`src/rtl/pvi_pkg.sv`:
```
/*
  Shared constants and types for the prioritized vectored interrupt
  controller with its eight-line interrupt/I-O port.
  Assumes a single 100 MHz logic clock; the host bus is asynchronous.
*/
package pvi_pkg;

  // ****************************************
  // widths and reset values
  // ****************************************
  localparam int PVI_NCH = 16;
  localparam int PVI_NPIN = 8;
  localparam logic [7:0] PVI_RST8 = 8'h00;
  localparam logic [15:0] PVI_RST16 = 16'h0000;

  // ****************************************
  // direct register addresses
  // ****************************************
  localparam logic [3:0] PVI_A_IND = 4'h0;
  localparam logic [3:0] PVI_A_PORT = 4'h1;
  localparam logic [3:0] PVI_A_PEND_B = 4'h2;
  localparam logic [3:0] PVI_A_PEND_A = 4'h3;
  localparam logic [3:0] PVI_A_ISR_B = 4'h4;
  localparam logic [3:0] PVI_A_ISR_A = 4'h5;
  localparam logic [3:0] PVI_A_MASK_B = 4'h6;
  localparam logic [3:0] PVI_A_MASK_A = 4'h7;
  localparam logic [3:0] PVI_A_PV = 4'h8;

  // ****************************************
  // indirect register indices (pointer field)
  // ****************************************
  localparam logic [2:0] PVI_I_EDGE = 3'h3;
  localparam logic [2:0] PVI_I_EN_B = 3'h4;
  localparam logic [2:0] PVI_I_EN_A = 3'h5;
  localparam logic [2:0] PVI_I_DIR = 3'h6;

  // ****************************************
  // pointer/vector fields
  // ****************************************
  localparam int PVI_PV_SOFT_BIT = 3;
  localparam int PVI_PV_BASE_LSB = 5;

  // ****************************************
  // channel codes of internal sources
  // ****************************************
  localparam int PVI_CH_TMR_A = 13;
  localparam int PVI_CH_RX_FULL = 12;
  localparam int PVI_CH_RX_ERR = 11;
  localparam int PVI_CH_TX_EMPTY = 10;
  localparam int PVI_CH_TX_ERR = 9;
  localparam int PVI_CH_TMR_B = 8;
  localparam int PVI_CH_TMR_C = 5;
  localparam int PVI_CH_TMR_D = 4;

  // ****************************************
  // return-from-interrupt opcode bytes
  // ****************************************
  localparam logic [7:0] PVI_OP_PREFIX = 8'hed;
  localparam logic [7:0] PVI_OP_RETURN = 8'h4d;

  typedef struct packed {
    logic cs_n;
    logic rd_n;
    logic wr_n;
    logic fetch_n;
    logic io_request_n;
    logic [3:0] addr;
    logic [7:0] data;
  } pvi_host_s;

  // internal request sources, one pulse or level each
  typedef struct packed {
    logic tmr_a;
    logic rx_full;
    logic rx_err;
    logic tx_empty;
    logic tx_err;
    logic tmr_b;
    logic tmr_c;
    logic tmr_d;
  } pvi_src_s;

  typedef enum logic {PVI_RS_IDLE = 1'b0, PVI_RS_PREFIX = 1'b1} pvi_ret_e;

endpackage

```
`src/rtl/pvi_ctrl.sv`:
```
/*
  Sixteen-channel prioritized, vectored interrupt controller with an
  eight-line edge-detecting interrupt/I-O port and asynchronous host bus.
  Assumes: host strobes, pins and source requests are asynchronous to
  clk_in and are held for several clock periods; the three-state data
  bus and open-drain request line are resolved outside.
*/
// Behaviour
// (RL1) read only while chip enable and read strobe both active; bus else released
// (RL2) write needs enable and write strobe; data latched after either deasserts
// (RL3) host must include io_request_n in chip-enable decoding
// (RL4) disabled channel ignores events, loses pending, keeps in-service; enables readable
// (RL5) event on enabled channel sets pending; passing vector clears it
// (RL6) pending readable; writing zero clears a bit, one leaves it
// (RL7) cleared mask keeps latching pending but stops request; setting it resumes
// (RL8) no request: irq inactive, priority_out high; priority_in low blocks both
// (RL9) one pointer_vector bit picks software or automatic end of interrupt
// (RL10) automatic mode: vector passing only clears pending, no in-service kept
// (RL11) software mode: vector sets in-service; lower channels cannot request
// (RL12) in-service readable; zero clears bit, one leaves it, never set
// (RL13) return_from_irq detected clears the active in-service bit
// (RL14) second event while in service latches pending, requests after clearing
// (RL15) vector is base bits 7:5, channel code bits 4:1, bit 0 zero
// (RL16) fetch low freezes priority; with io_request_n low vector is driven
// (RL17) codes 15..8: pin7, pin6, timer A, rx full, rx err, tx empty, tx err, timer B
// (RL18) codes 7..0: pin5, pin4, timer C, timer D, pin3, pin2, pin1, pin0
// (RL19) group A registers hold codes 15..8, group B codes 7..0
// (RL20) edge bit xor pin feeds falling detector; changing it may interrupt
// (RL21) direction zero makes pin an input, one a push-pull output
// (RL22) port read gives latch for outputs, live pin for inputs
// (RL23) pointer low three bits select the register behind indirect_data
// (RL24) fetch plus read strobe watched for the two-byte return opcode
// (RL25) reset clears control, disables channels, clears pending, pins to input
// (RL26) pins and source pulses are synchronised before edge detection
`timescale 1ns/1ps
`default_nettype none
module pvi_ctrl
  import pvi_pkg::*;
#(
  parameter int NPIN = PVI_NPIN
) (
  input wire logic clk_in,
  input wire logic rst_in,
  input wire pvi_host_s host_in,
  output logic [7:0] dbus_out,
  output logic dbus_oe_n_out,
  output logic irq_out,
  output logic irq_oe_n_out,
  input wire logic priority_in,
  output logic priority_out,
  input wire logic [NPIN-1:0] gpio_in,
  output logic [NPIN-1:0] gpio_out,
  output logic [NPIN-1:0] gpio_oe_n_out,
  input wire pvi_src_s src_in
);

  if (NPIN != PVI_NPIN) begin : g_bad_npin
    $error("pvi_ctrl: NPIN must equal eight");
  end

  // ****************************************
  // input synchronisers
  // ****************************************
  pvi_host_s host_m_ff, host_s_ff;
  logic [NPIN-1:0] pin_m_ff, pin_s_ff;
  pvi_src_s src_m_ff, src_s_ff;
  logic prio_m_ff, prio_s_ff;

  always_ff @(posedge clk_in or posedge rst_in) begin
    if (rst_in) begin
      host_m_ff <= '1;
      host_s_ff <= '1;
      pin_m_ff <= '0;
      pin_s_ff <= '0;
      src_m_ff <= '0;
      src_s_ff <= '0;
      prio_m_ff <= 1'b0;
      prio_s_ff <= 1'b0;
    end else begin
      host_m_ff <= host_in;
      host_s_ff <= host_m_ff; // [RL26]
      pin_m_ff <= gpio_in;
      pin_s_ff <= pin_m_ff; // [RL26]
      src_m_ff <= src_in;
      src_s_ff <= src_m_ff; // [RL26]
      prio_m_ff <= priority_in;
      prio_s_ff <= prio_m_ff;
    end
  end

  // ****************************************
  // registers
  // ****************************************
  logic [15:0] en_ff, pend_ff, mask_ff, isr_ff;
  logic [7:0] edge_ff, dir_ff, port_ff, pv_ff;
  logic [15:0] nxt_en, nxt_pend, nxt_isr;

  // ****************************************
  // host strobes
  // ****************************************
  logic rd_act, wr_act, wr_prev_ff, wr_commit;
  logic [3:0] waddr_ff;
  logic [7:0] wdata_ff;

  assign rd_act = !host_s_ff.cs_n && !host_s_ff.rd_n; // [RL1]
  assign wr_act = !host_s_ff.cs_n && !host_s_ff.wr_n; // [RL2]
  assign wr_commit = wr_prev_ff && !wr_act; // [RL2]

  always_ff @(posedge clk_in or posedge rst_in) begin
    if (rst_in) begin
      wr_prev_ff <= 1'b0;
      waddr_ff <= 4'h0;
      wdata_ff <= PVI_RST8;
    end else begin
      wr_prev_ff <= wr_act;
      if (wr_act) begin
        waddr_ff <= host_s_ff.addr;
        wdata_ff <= host_s_ff.data;
      end
    end
  end

  logic [2:0] ptr;
  logic w_ind, w_port, w_pv;
  logic [15:0] pend_wclr, isr_wclr, en_wr;
  assign ptr = pv_ff[2:0]; // [RL23]
  assign w_ind = wr_commit && (waddr_ff == PVI_A_IND);
  assign w_port = wr_commit && (waddr_ff == PVI_A_PORT);
  assign w_pv = wr_commit && (waddr_ff == PVI_A_PV);

  always_comb begin
    pend_wclr = '0;
    isr_wclr = '0;
    en_wr = en_ff;
    if (wr_commit) begin
      case (waddr_ff)
        PVI_A_PEND_B: pend_wclr[7:0] = ~wdata_ff; // [RL6]
        PVI_A_PEND_A: pend_wclr[15:8] = ~wdata_ff; // [RL6] [RL19]
        PVI_A_ISR_B: isr_wclr[7:0] = ~wdata_ff; // [RL12]
        PVI_A_ISR_A: isr_wclr[15:8] = ~wdata_ff; // [RL12]
        default: isr_wclr = '0;
      endcase
    end
    if (w_ind && ptr == PVI_I_EN_B) begin
      en_wr[7:0] = wdata_ff;
    end
    if (w_ind && ptr == PVI_I_EN_A) begin
      en_wr[15:8] = wdata_ff;
    end
    nxt_en = en_wr;
  end

  always_ff @(posedge clk_in or posedge rst_in) begin
    if (rst_in) begin
      en_ff <= PVI_RST16; // [RL25]
      mask_ff <= PVI_RST16;
      edge_ff <= PVI_RST8;
      dir_ff <= PVI_RST8; // [RL25]
      port_ff <= PVI_RST8;
      pv_ff <= PVI_RST8;
    end else begin
      en_ff <= nxt_en; // [RL4]
      if (wr_commit && waddr_ff == PVI_A_MASK_B) mask_ff[7:0] <= wdata_ff; // [RL7]
      if (wr_commit && waddr_ff == PVI_A_MASK_A) mask_ff[15:8] <= wdata_ff; // [RL7]
      if (w_pv) pv_ff <= wdata_ff; // [RL9]
      if (w_port) port_ff <= wdata_ff; // [RL22]
      if (w_ind && ptr == PVI_I_EDGE) edge_ff <= wdata_ff; // [RL20]
      if (w_ind && ptr == PVI_I_DIR) dir_ff <= wdata_ff; // [RL21]
    end
  end

  // ****************************************
  // event sources
  // ****************************************
  logic [NPIN-1:0] cmp_now, cmp_prev_ff, pin_ev;
  pvi_src_s src_prev_ff;
  logic [7:0] src_ev;
  logic [15:0] ev;

  assign cmp_now = pin_s_ff ^ edge_ff; // [RL20]
  assign pin_ev = cmp_prev_ff & ~cmp_now; // [RL20]
  assign src_ev = src_s_ff & ~src_prev_ff; // [RL26]

  always_ff @(posedge clk_in or posedge rst_in) begin
    if (rst_in) begin
      cmp_prev_ff <= '0;
      src_prev_ff <= '0;
    end else begin
      cmp_prev_ff <= cmp_now;
      src_prev_ff <= src_s_ff;
    end
  end

  always_comb begin
    ev = '0;
    ev[15:14] = pin_ev[7:6]; // [RL17]
    ev[PVI_CH_TMR_A] = src_ev[7];
    ev[PVI_CH_RX_FULL] = src_ev[6];
    ev[PVI_CH_RX_ERR] = src_ev[5];
    ev[PVI_CH_TX_EMPTY] = src_ev[4];
    ev[PVI_CH_TX_ERR] = src_ev[3];
    ev[PVI_CH_TMR_B] = src_ev[2];
    ev[7:6] = pin_ev[5:4]; // [RL18]
    ev[PVI_CH_TMR_C] = src_ev[1];
    ev[PVI_CH_TMR_D] = src_ev[0];
    ev[3:0] = pin_ev[3:0]; // [RL18]
  end

  // ****************************************
  // priority resolution and freeze
  // ****************************************
  logic [15:0] allowed, req;
  logic req_any;
  logic [3:0] win;
  logic frz_valid_ff;
  logic [3:0] frz_code_ff;
  logic fetch_low;

  assign fetch_low = !host_s_ff.fetch_n;

  for (genvar i = 0; i < PVI_NCH; i++) begin : g_allow
    assign allowed[i] = ~|isr_ff[PVI_NCH-1:i]; // [RL11] [RL14]
  end
  assign req = pend_ff & mask_ff & en_ff & allowed; // [RL7]
  assign req_any = |req;

  always_comb begin
    win = 4'h0;
    for (int k = 0; k < PVI_NCH; k++) begin
      if (req[k]) win = 4'(k);
    end
  end

  always_ff @(posedge clk_in or posedge rst_in) begin
    if (rst_in) begin
      frz_valid_ff <= 1'b0;
      frz_code_ff <= 4'h0;
    end else if (!fetch_low) begin
      frz_valid_ff <= req_any; // [RL16]
      frz_code_ff <= win;
    end
  end

  // ****************************************
  // acknowledge and vector
  // ****************************************
  logic ack_act, ack_prev_ff, ack_start, ack_ours, ack_ours_ff;
  logic [7:0] vec_ff;
  logic [15:0] ack_onehot;

  assign ack_act = fetch_low && !host_s_ff.io_request_n; // [RL16]
  assign ack_start = ack_act && !ack_prev_ff;
  assign ack_ours = ack_start && prio_s_ff && frz_valid_ff;
  assign ack_onehot = ack_ours ? (16'h0001 << frz_code_ff) : 16'h0000;

  always_ff @(posedge clk_in or posedge rst_in) begin
    if (rst_in) begin
      ack_prev_ff <= 1'b0;
      ack_ours_ff <= 1'b0;
      vec_ff <= PVI_RST8;
    end else begin
      ack_prev_ff <= ack_act;
      if (ack_ours) begin
        ack_ours_ff <= 1'b1;
        vec_ff <= {pv_ff[7:PVI_PV_BASE_LSB], frz_code_ff, 1'b0}; // [RL15]
      end else if (!ack_act) begin
        ack_ours_ff <= 1'b0; // [RL16]
      end
    end
  end

  // ****************************************
  // return-from-interrupt watcher
  // ****************************************
  pvi_ret_e ret_st_ff;
  logic fetch_rd, fetch_rd_prev_ff, fetch_end, ret_pulse;
  logic [7:0] op_ff;
  logic [15:0] ret_clr;

  assign fetch_rd = fetch_low && !host_s_ff.rd_n; // [RL24]
  assign fetch_end = fetch_rd_prev_ff && !fetch_rd;
  assign ret_pulse = fetch_end && ret_st_ff == PVI_RS_PREFIX && op_ff == PVI_OP_RETURN;

  always_ff @(posedge clk_in or posedge rst_in) begin
    if (rst_in) begin
      fetch_rd_prev_ff <= 1'b0;
      op_ff <= PVI_RST8;
      ret_st_ff <= PVI_RS_IDLE;
    end else begin
      fetch_rd_prev_ff <= fetch_rd;
      if (fetch_rd) op_ff <= host_s_ff.data;
      if (fetch_end) begin
        case (ret_st_ff)
          PVI_RS_IDLE: ret_st_ff <= (op_ff == PVI_OP_PREFIX) ? PVI_RS_PREFIX : PVI_RS_IDLE;
          PVI_RS_PREFIX: ret_st_ff <= (op_ff == PVI_OP_PREFIX) ? PVI_RS_PREFIX : PVI_RS_IDLE;
          default: ret_st_ff <= PVI_RS_IDLE;
        endcase
      end
    end
  end

  // highest in-service bit is the one being returned from
  always_comb begin
    ret_clr = '0;
    for (int k = 0; k < PVI_NCH; k++) begin
      if (isr_ff[k]) ret_clr = 16'h0001 << k;
    end
    if (!ret_pulse) ret_clr = '0; // [RL13]
  end

  // ****************************************
  // pending and in-service state
  // ****************************************
  logic soft_eoi;
  assign soft_eoi = pv_ff[PVI_PV_SOFT_BIT]; // [RL9]

  always_comb begin
    // new events win over a write or acknowledge clear in the same cycle; disabling the channel wins over events
    nxt_pend = ((pend_ff & ~pend_wclr & ~ack_onehot) | ev) & nxt_en; // [RL4] [RL5] [RL6] [RL14]
    nxt_isr = isr_ff & ~isr_wclr & ~ret_clr; // [RL12] [RL13]
    if (soft_eoi) nxt_isr = nxt_isr | ack_onehot; // [RL10] [RL11]
  end

  always_ff @(posedge clk_in or posedge rst_in) begin
    if (rst_in) begin
      pend_ff <= PVI_RST16; // [RL25]
      isr_ff <= PVI_RST16;
    end else begin
      pend_ff <= nxt_pend;
      isr_ff <= nxt_isr;
    end
  end

  // ****************************************
  // read data and pin outputs
  // ****************************************
  logic [7:0] rd_mux, ind_mux, port_rd;
  logic [7:0] dbus_ff;
  logic dbus_oe_n_ff, irq_oe_n_ff, prio_out_ff, req_eff;

  assign port_rd = (port_ff & dir_ff) | (pin_s_ff & ~dir_ff); // [RL22]

  always_comb begin
    case (ptr)
      PVI_I_EDGE: ind_mux = edge_ff;
      PVI_I_EN_B: ind_mux = en_ff[7:0]; // [RL4]
      PVI_I_EN_A: ind_mux = en_ff[15:8];
      PVI_I_DIR: ind_mux = dir_ff;
      default: ind_mux = PVI_RST8;
    endcase
    case (host_s_ff.addr)
      PVI_A_IND: rd_mux = ind_mux; // [RL23]
      PVI_A_PORT: rd_mux = port_rd;
      PVI_A_PEND_B: rd_mux = pend_ff[7:0];
      PVI_A_PEND_A: rd_mux = pend_ff[15:8];
      PVI_A_ISR_B: rd_mux = isr_ff[7:0];
      PVI_A_ISR_A: rd_mux = isr_ff[15:8];
      PVI_A_MASK_B: rd_mux = mask_ff[7:0];
      PVI_A_MASK_A: rd_mux = mask_ff[15:8];
      PVI_A_PV: rd_mux = pv_ff;
      default: rd_mux = PVI_RST8;
    endcase
  end

  assign req_eff = fetch_low ? frz_valid_ff : req_any; // [RL16]

  always_ff @(posedge clk_in or posedge rst_in) begin
    if (rst_in) begin
      dbus_ff <= PVI_RST8;
      dbus_oe_n_ff <= 1'b1;
      irq_oe_n_ff <= 1'b1;
      prio_out_ff <= 1'b0;
    end else begin
      dbus_ff <= rd_act ? rd_mux : vec_ff;
      dbus_oe_n_ff <= !(rd_act || (ack_ours_ff && ack_act)); // [RL1] [RL16]
      irq_oe_n_ff <= !(prio_s_ff && req_eff); // [RL8]
      prio_out_ff <= prio_s_ff && !req_eff; // [RL8]
    end
  end

  assign dbus_out = dbus_ff;
  assign dbus_oe_n_out = dbus_oe_n_ff;
  assign irq_out = 1'b0;
  assign irq_oe_n_out = irq_oe_n_ff;
  assign priority_out = prio_out_ff;
  assign gpio_out = port_ff; // [RL21]
  assign gpio_oe_n_out = ~dir_ff; // [RL21]
endmodule // pvi_ctrl
`default_nettype wire

```
`config.mk`:
```
export PLATFORM = sky130hd
export DESIGN_NAME = pvi_ctrl
export DESIGN_NICKNAME = d
export VERILOG_FILES = /design/src/rtl/pvi_pkg.sv /design/src/rtl/pvi_ctrl.sv
export SDC_FILE = /design/constraint.sdc
export NUM_CORES = 1
export LEC_CHECK = 0
export BUFFER_PORTS_ARGS = -buffer_cell sky130_fd_sc_hd__buf_2
export CORE_ASPECT_RATIO = 0.8
export CORE_UTILIZATION = 54
export CTS_CLUSTER_SIZE = 24
export DETAILED_ROUTE_END_ITERATION = 8
export GPL_ROUTABILITY_DRIVEN = 0
export PLACE_DENSITY_LB_ADDON = 0.2
export SYNTH_ARGS = -nofsm -noshare
export SYNTH_HDL_FRONTEND = slang
export SYNTH_SLANG_ARGS = --single-unit
```
`constraint.sdc`:
```
create_clock -name clk_in -period 6.9 [get_ports clk_in]
set_input_delay 0.345 -clock clk_in [delete_from_list [all_inputs] [get_ports clk_in]]
set_output_delay 0.345 -clock clk_in [all_outputs]
set_load 0.05 [all_outputs]
```
==> summary.md <==
| Metric | Value |
|---|---|
| Initial antenna violation count | 0 |
| Die area | 18,200 um2 |
| Worst path cell trace | nor2_1, nor2b_1, nand4_1, nor3b_1, buf_4, mux2_2, a21boi_0 |
| Warnings from Yosys | 0 |
| Combinational Power Share | 12.9% |
| Slowest CP cell | dfstp_2 |
| Die width | 151 um |
| TritonCTS clock tree | yes |
| RSZ-0062 raised after global routing | no |
| Largest net degree at the start of global routing | 140 |
| Top FF cell, synth | dfrtp_1 |
| DRT Pass-1 Iters | 6 |
| Port Buf Inserts | 62 |
| Worst skew pair latency | 0.53 ns |
| CP delay by family, top | simple AND/OR/NAND/NOR gates |
| Complex-gate fraction of the synthesized area | 12.4% |
| Xor and xnor area share after synthesis | 0.824% |
| Crit Path Category | reg -> reg |
| Filler cell count | 1,339 |
| Max VDD drop | 254 uV |
| Grt total ovfl | 0 |
| Main combinational cell family by area after synthesis | multiplexers |
| Max Clk Rate | 385 MHz |
| Clk pin slew, worst setup/hold paths | 0.06 ns |
| Setup Buffers After CTS | 0 |
| Final period util | 37.6% |
| Setup crit end kind | flop |
| Worst hold slack | 0.00343 ns |
| Overall power | 0.00336 W |
| Cells after Synth | 775 |
| Clk pwr share | 36.8% |
| Site Rows | 43 |
| Setup violations, final | 0 |
| Clock Skews | 0.0253 ns |
| DRC | 0 |
| PwrDens | 303 nW/um2 |
| Netlist Area Pre-Place | 9560 um2 |
| Vias | 6,916 |
| Sequential area share after synthesis | 60.1% |
| P_sw | 0.000968 W |
| CORE AREA | 17,300 um2 |
| Clk sinks | 228 |
| Setup_tns | 0 ns |
| Ant diodes | 0 |
| Vias per inst | 6.32 |
| Vias in the first global route | 6,810 |
| Reg power frac | 50.2% |
| Internal power | 0.00239 W |
| I/O pin count | 64 |
| #FFs+latches synth | 228 |
| H-tree depth | 1 |
| Minimum clock period | 2.59 ns |
| WP data required | 7.28 ns |
| Final #Nets | 888 |
| Adder-cell share of the synthesized area | 0% |
| Crit Path Max Fanout | 14 |
| Area growth from synthesis to layout | 16.1% |
| Longest Clk Path Bufs | 3 |
| Maxcap violations | 0 |
| Critical Path Start Type | flop |
| Syn nets | 811 |
| Largest stage delay on the critical path | 0.54 ns |
| Number of routed nets with antenna violations | 0 |
| Actual slew at the worst max-slew pin | 1.11 ns |
| Slew headroom | 26.0% |
| Status | complete, no violations |
| Starting Density | 55.2% |
| Switching share of power | 28.8% |
| HP Class | in -> async |
| Per-cell routed wire length | 22.9 um |
| Util after Layout | 64.1% |
| CTS root buf | clkbuf_16 |
| All-layer global routing usage | 28.7% |
| First-pass GRT wire length | 39.0 mm |
| Synth unique cells | 55 |
| Final Hold Fails | 0 |
| Synth Area per Inst | 12.3 um2 |
| Share of layout cells above drive strength 1 | 29.6% |
| Post-synth EDFFs | 0 |
| Simple-gate share of the synthesized area | 10.8% |
| Max Slew Vio Count | 0 |
| HPWL after DPL | 17.3 mm |
| Data arrival, critical path | 2.97 ns |
| Post-Route WL | 25.1 mm |
| Die H | 121 um |
| Async SR Flop Fraction | 100% |
| Leak Pwr | 4.91 nW |
| TritonCTS Buffers | 23 |
| Worst path buffer plus inverter count | 1 |
| Mux share of post-synthesis cell area | 13.0% |
| First DRT Iteration DRCs | 947 |
==> cells in the mapped netlist, types with 3 or more instances <==
master	instances	area, um2
o21ai_0	48	240
xor2_1	9	78.8
nand3b_1	6	45.0
and4b_1	4	40.0
buf_1	4	15.0
nand2b_1	13	81.3
a21boi_0	10	75.1
dfstp_2	36	946
mux2_2	92	1040
a22oi_1	14	105
or4_1	4	30.0
or3_1	7	43.8
nor2b_1	14	87.6
o221a_2	7	78.8
o22a_1	3	26.3
or2_2	14	87.6
o221ai_1	24	210
nand4_1	8	50.1
nor2_1	25	93.8
nor3b_1	3	22.5
nand2_1	41	154
mux2i_1	18	180
dfrtp_1	192	4800
nand4b_1	4	35.0
nor4_1	7	43.8
a22o_1	15	131
o22ai_1	10	62.6
buf_2	3	15.0
inv_1	22	82.6
o211ai_1	3	22.5
nand3_1	19	95.1
nor3_1	12	60.1
clkbuf_1	39	146
a21oi_1	17	85.1
==> stage by stage <==
stage / cells / setup WS [ns] / instance area [um2]
final: 1094 / 4.31 / 11100
after floorplan: 775 / 0.367 / 9560
after global placement: 1018 / 4.44 / 10000
after detailed placement: 1018 / 4.34 / 10000
after CTS: 1094 / 4.32 / 11100
after global routing: 1094 / 4.11 / 11100
==> timing repair <==
item                      4_1_cts  5_1_grt
resized for setup               0        0
hold endpoints to repair       34        0
hold buffers                   34        0
==> flip-flops by register name (all words and copies together) (netlist names), 16 cells and up <==
| signal | flops |
|---|---|
| pend_ff | 16 |
| mask_ff | 16 |
| isr_ff | 16 |
| host_s_ff | 17 |
| host_m_ff | 17 |
| en_ff | 16 |
==> routing by layer <==
layer	vias to the layer above	global-route usage, %	share of wire [%]
met5	-	1.18	0
met4	0	9.81	3.8
met3	95	8.23	12
met2	429	41.8	43
met1	3414	41.1	42
li1	2978	-	-
==> cells by family (layout without fill, tap and decap cells) <==
family                 Yosys count  after routing
flip-flops                     228            228
AND/OR/NAND/NOR                187            187
AO/OA/AOI/OAI                  169            169
multiplexers                   111            111
buffers and inverters           70            164
XOR/XNOR                         9              9
other                            1              1
==> placed cells by master (no fill, tap or decap), types with 24 or more instances in the layout <==
| cell | n |
|---|---|
| dlygate4sd3_1 | 34 |
| nor2_1 | 25 |
| dfrtp_1 | 192 |
| o21ai_0 | 48 |
| mux2_2 | 92 |
| nand2_1 | 41 |
| buf_2 | 62 |
| o221ai_1 | 24 |
| dfstp_2 | 36 |
| clkbuf_16 | 24 |
==> power by group through the flow <==
stage | sequential [W] | combinational, W | clock [W]
after CTS | 0.00168 | 0.000434 | 0.00126
after detailed placement | 0.00170 | 0.000418 | 0
after global routing | 0.00170 | 0.000468 | 0.00131
after global placement | 0.00169 | 0.000406 | 0
final | 0.00169 | 0.000435 | 0.00124
after floorplan | 0.00168 | 0.000273 | 0
==> final timing paths <==
check                                   start  cells past startpoint          end  slack (ns)
max in group asynchronous              rst_in                      3    prio_s_ff        5.23
min in group clk_in               src_m_ff[1]                      0  src_s_ff[1]        0.35
worst max register to register  host_s_ff[16]                      7  pend_ff[13]        4.31
worst min-delay path                   rst_in                      2  pin_m_ff[5]       0.003
worst min register to register    src_m_ff[1]                      0  src_s_ff[1]        0.35
worst max-delay path            host_s_ff[16]                      7  pend_ff[13]        4.31
==> area by class of cell <==
type	count	area (um2)	share of cell area, %
Clock inverter	7	75.1	0.676
Inverter	22	90.1	0.812
Multi-Input combinational cell	477	3540	31.9
Sequential cell	228	5750	51.8
Clock buffer	35	682	6.14
Tap cell	225	282	2.54
Timing Repair Buffer	100	681	6.13
Power figures use the tool's default switching activity.
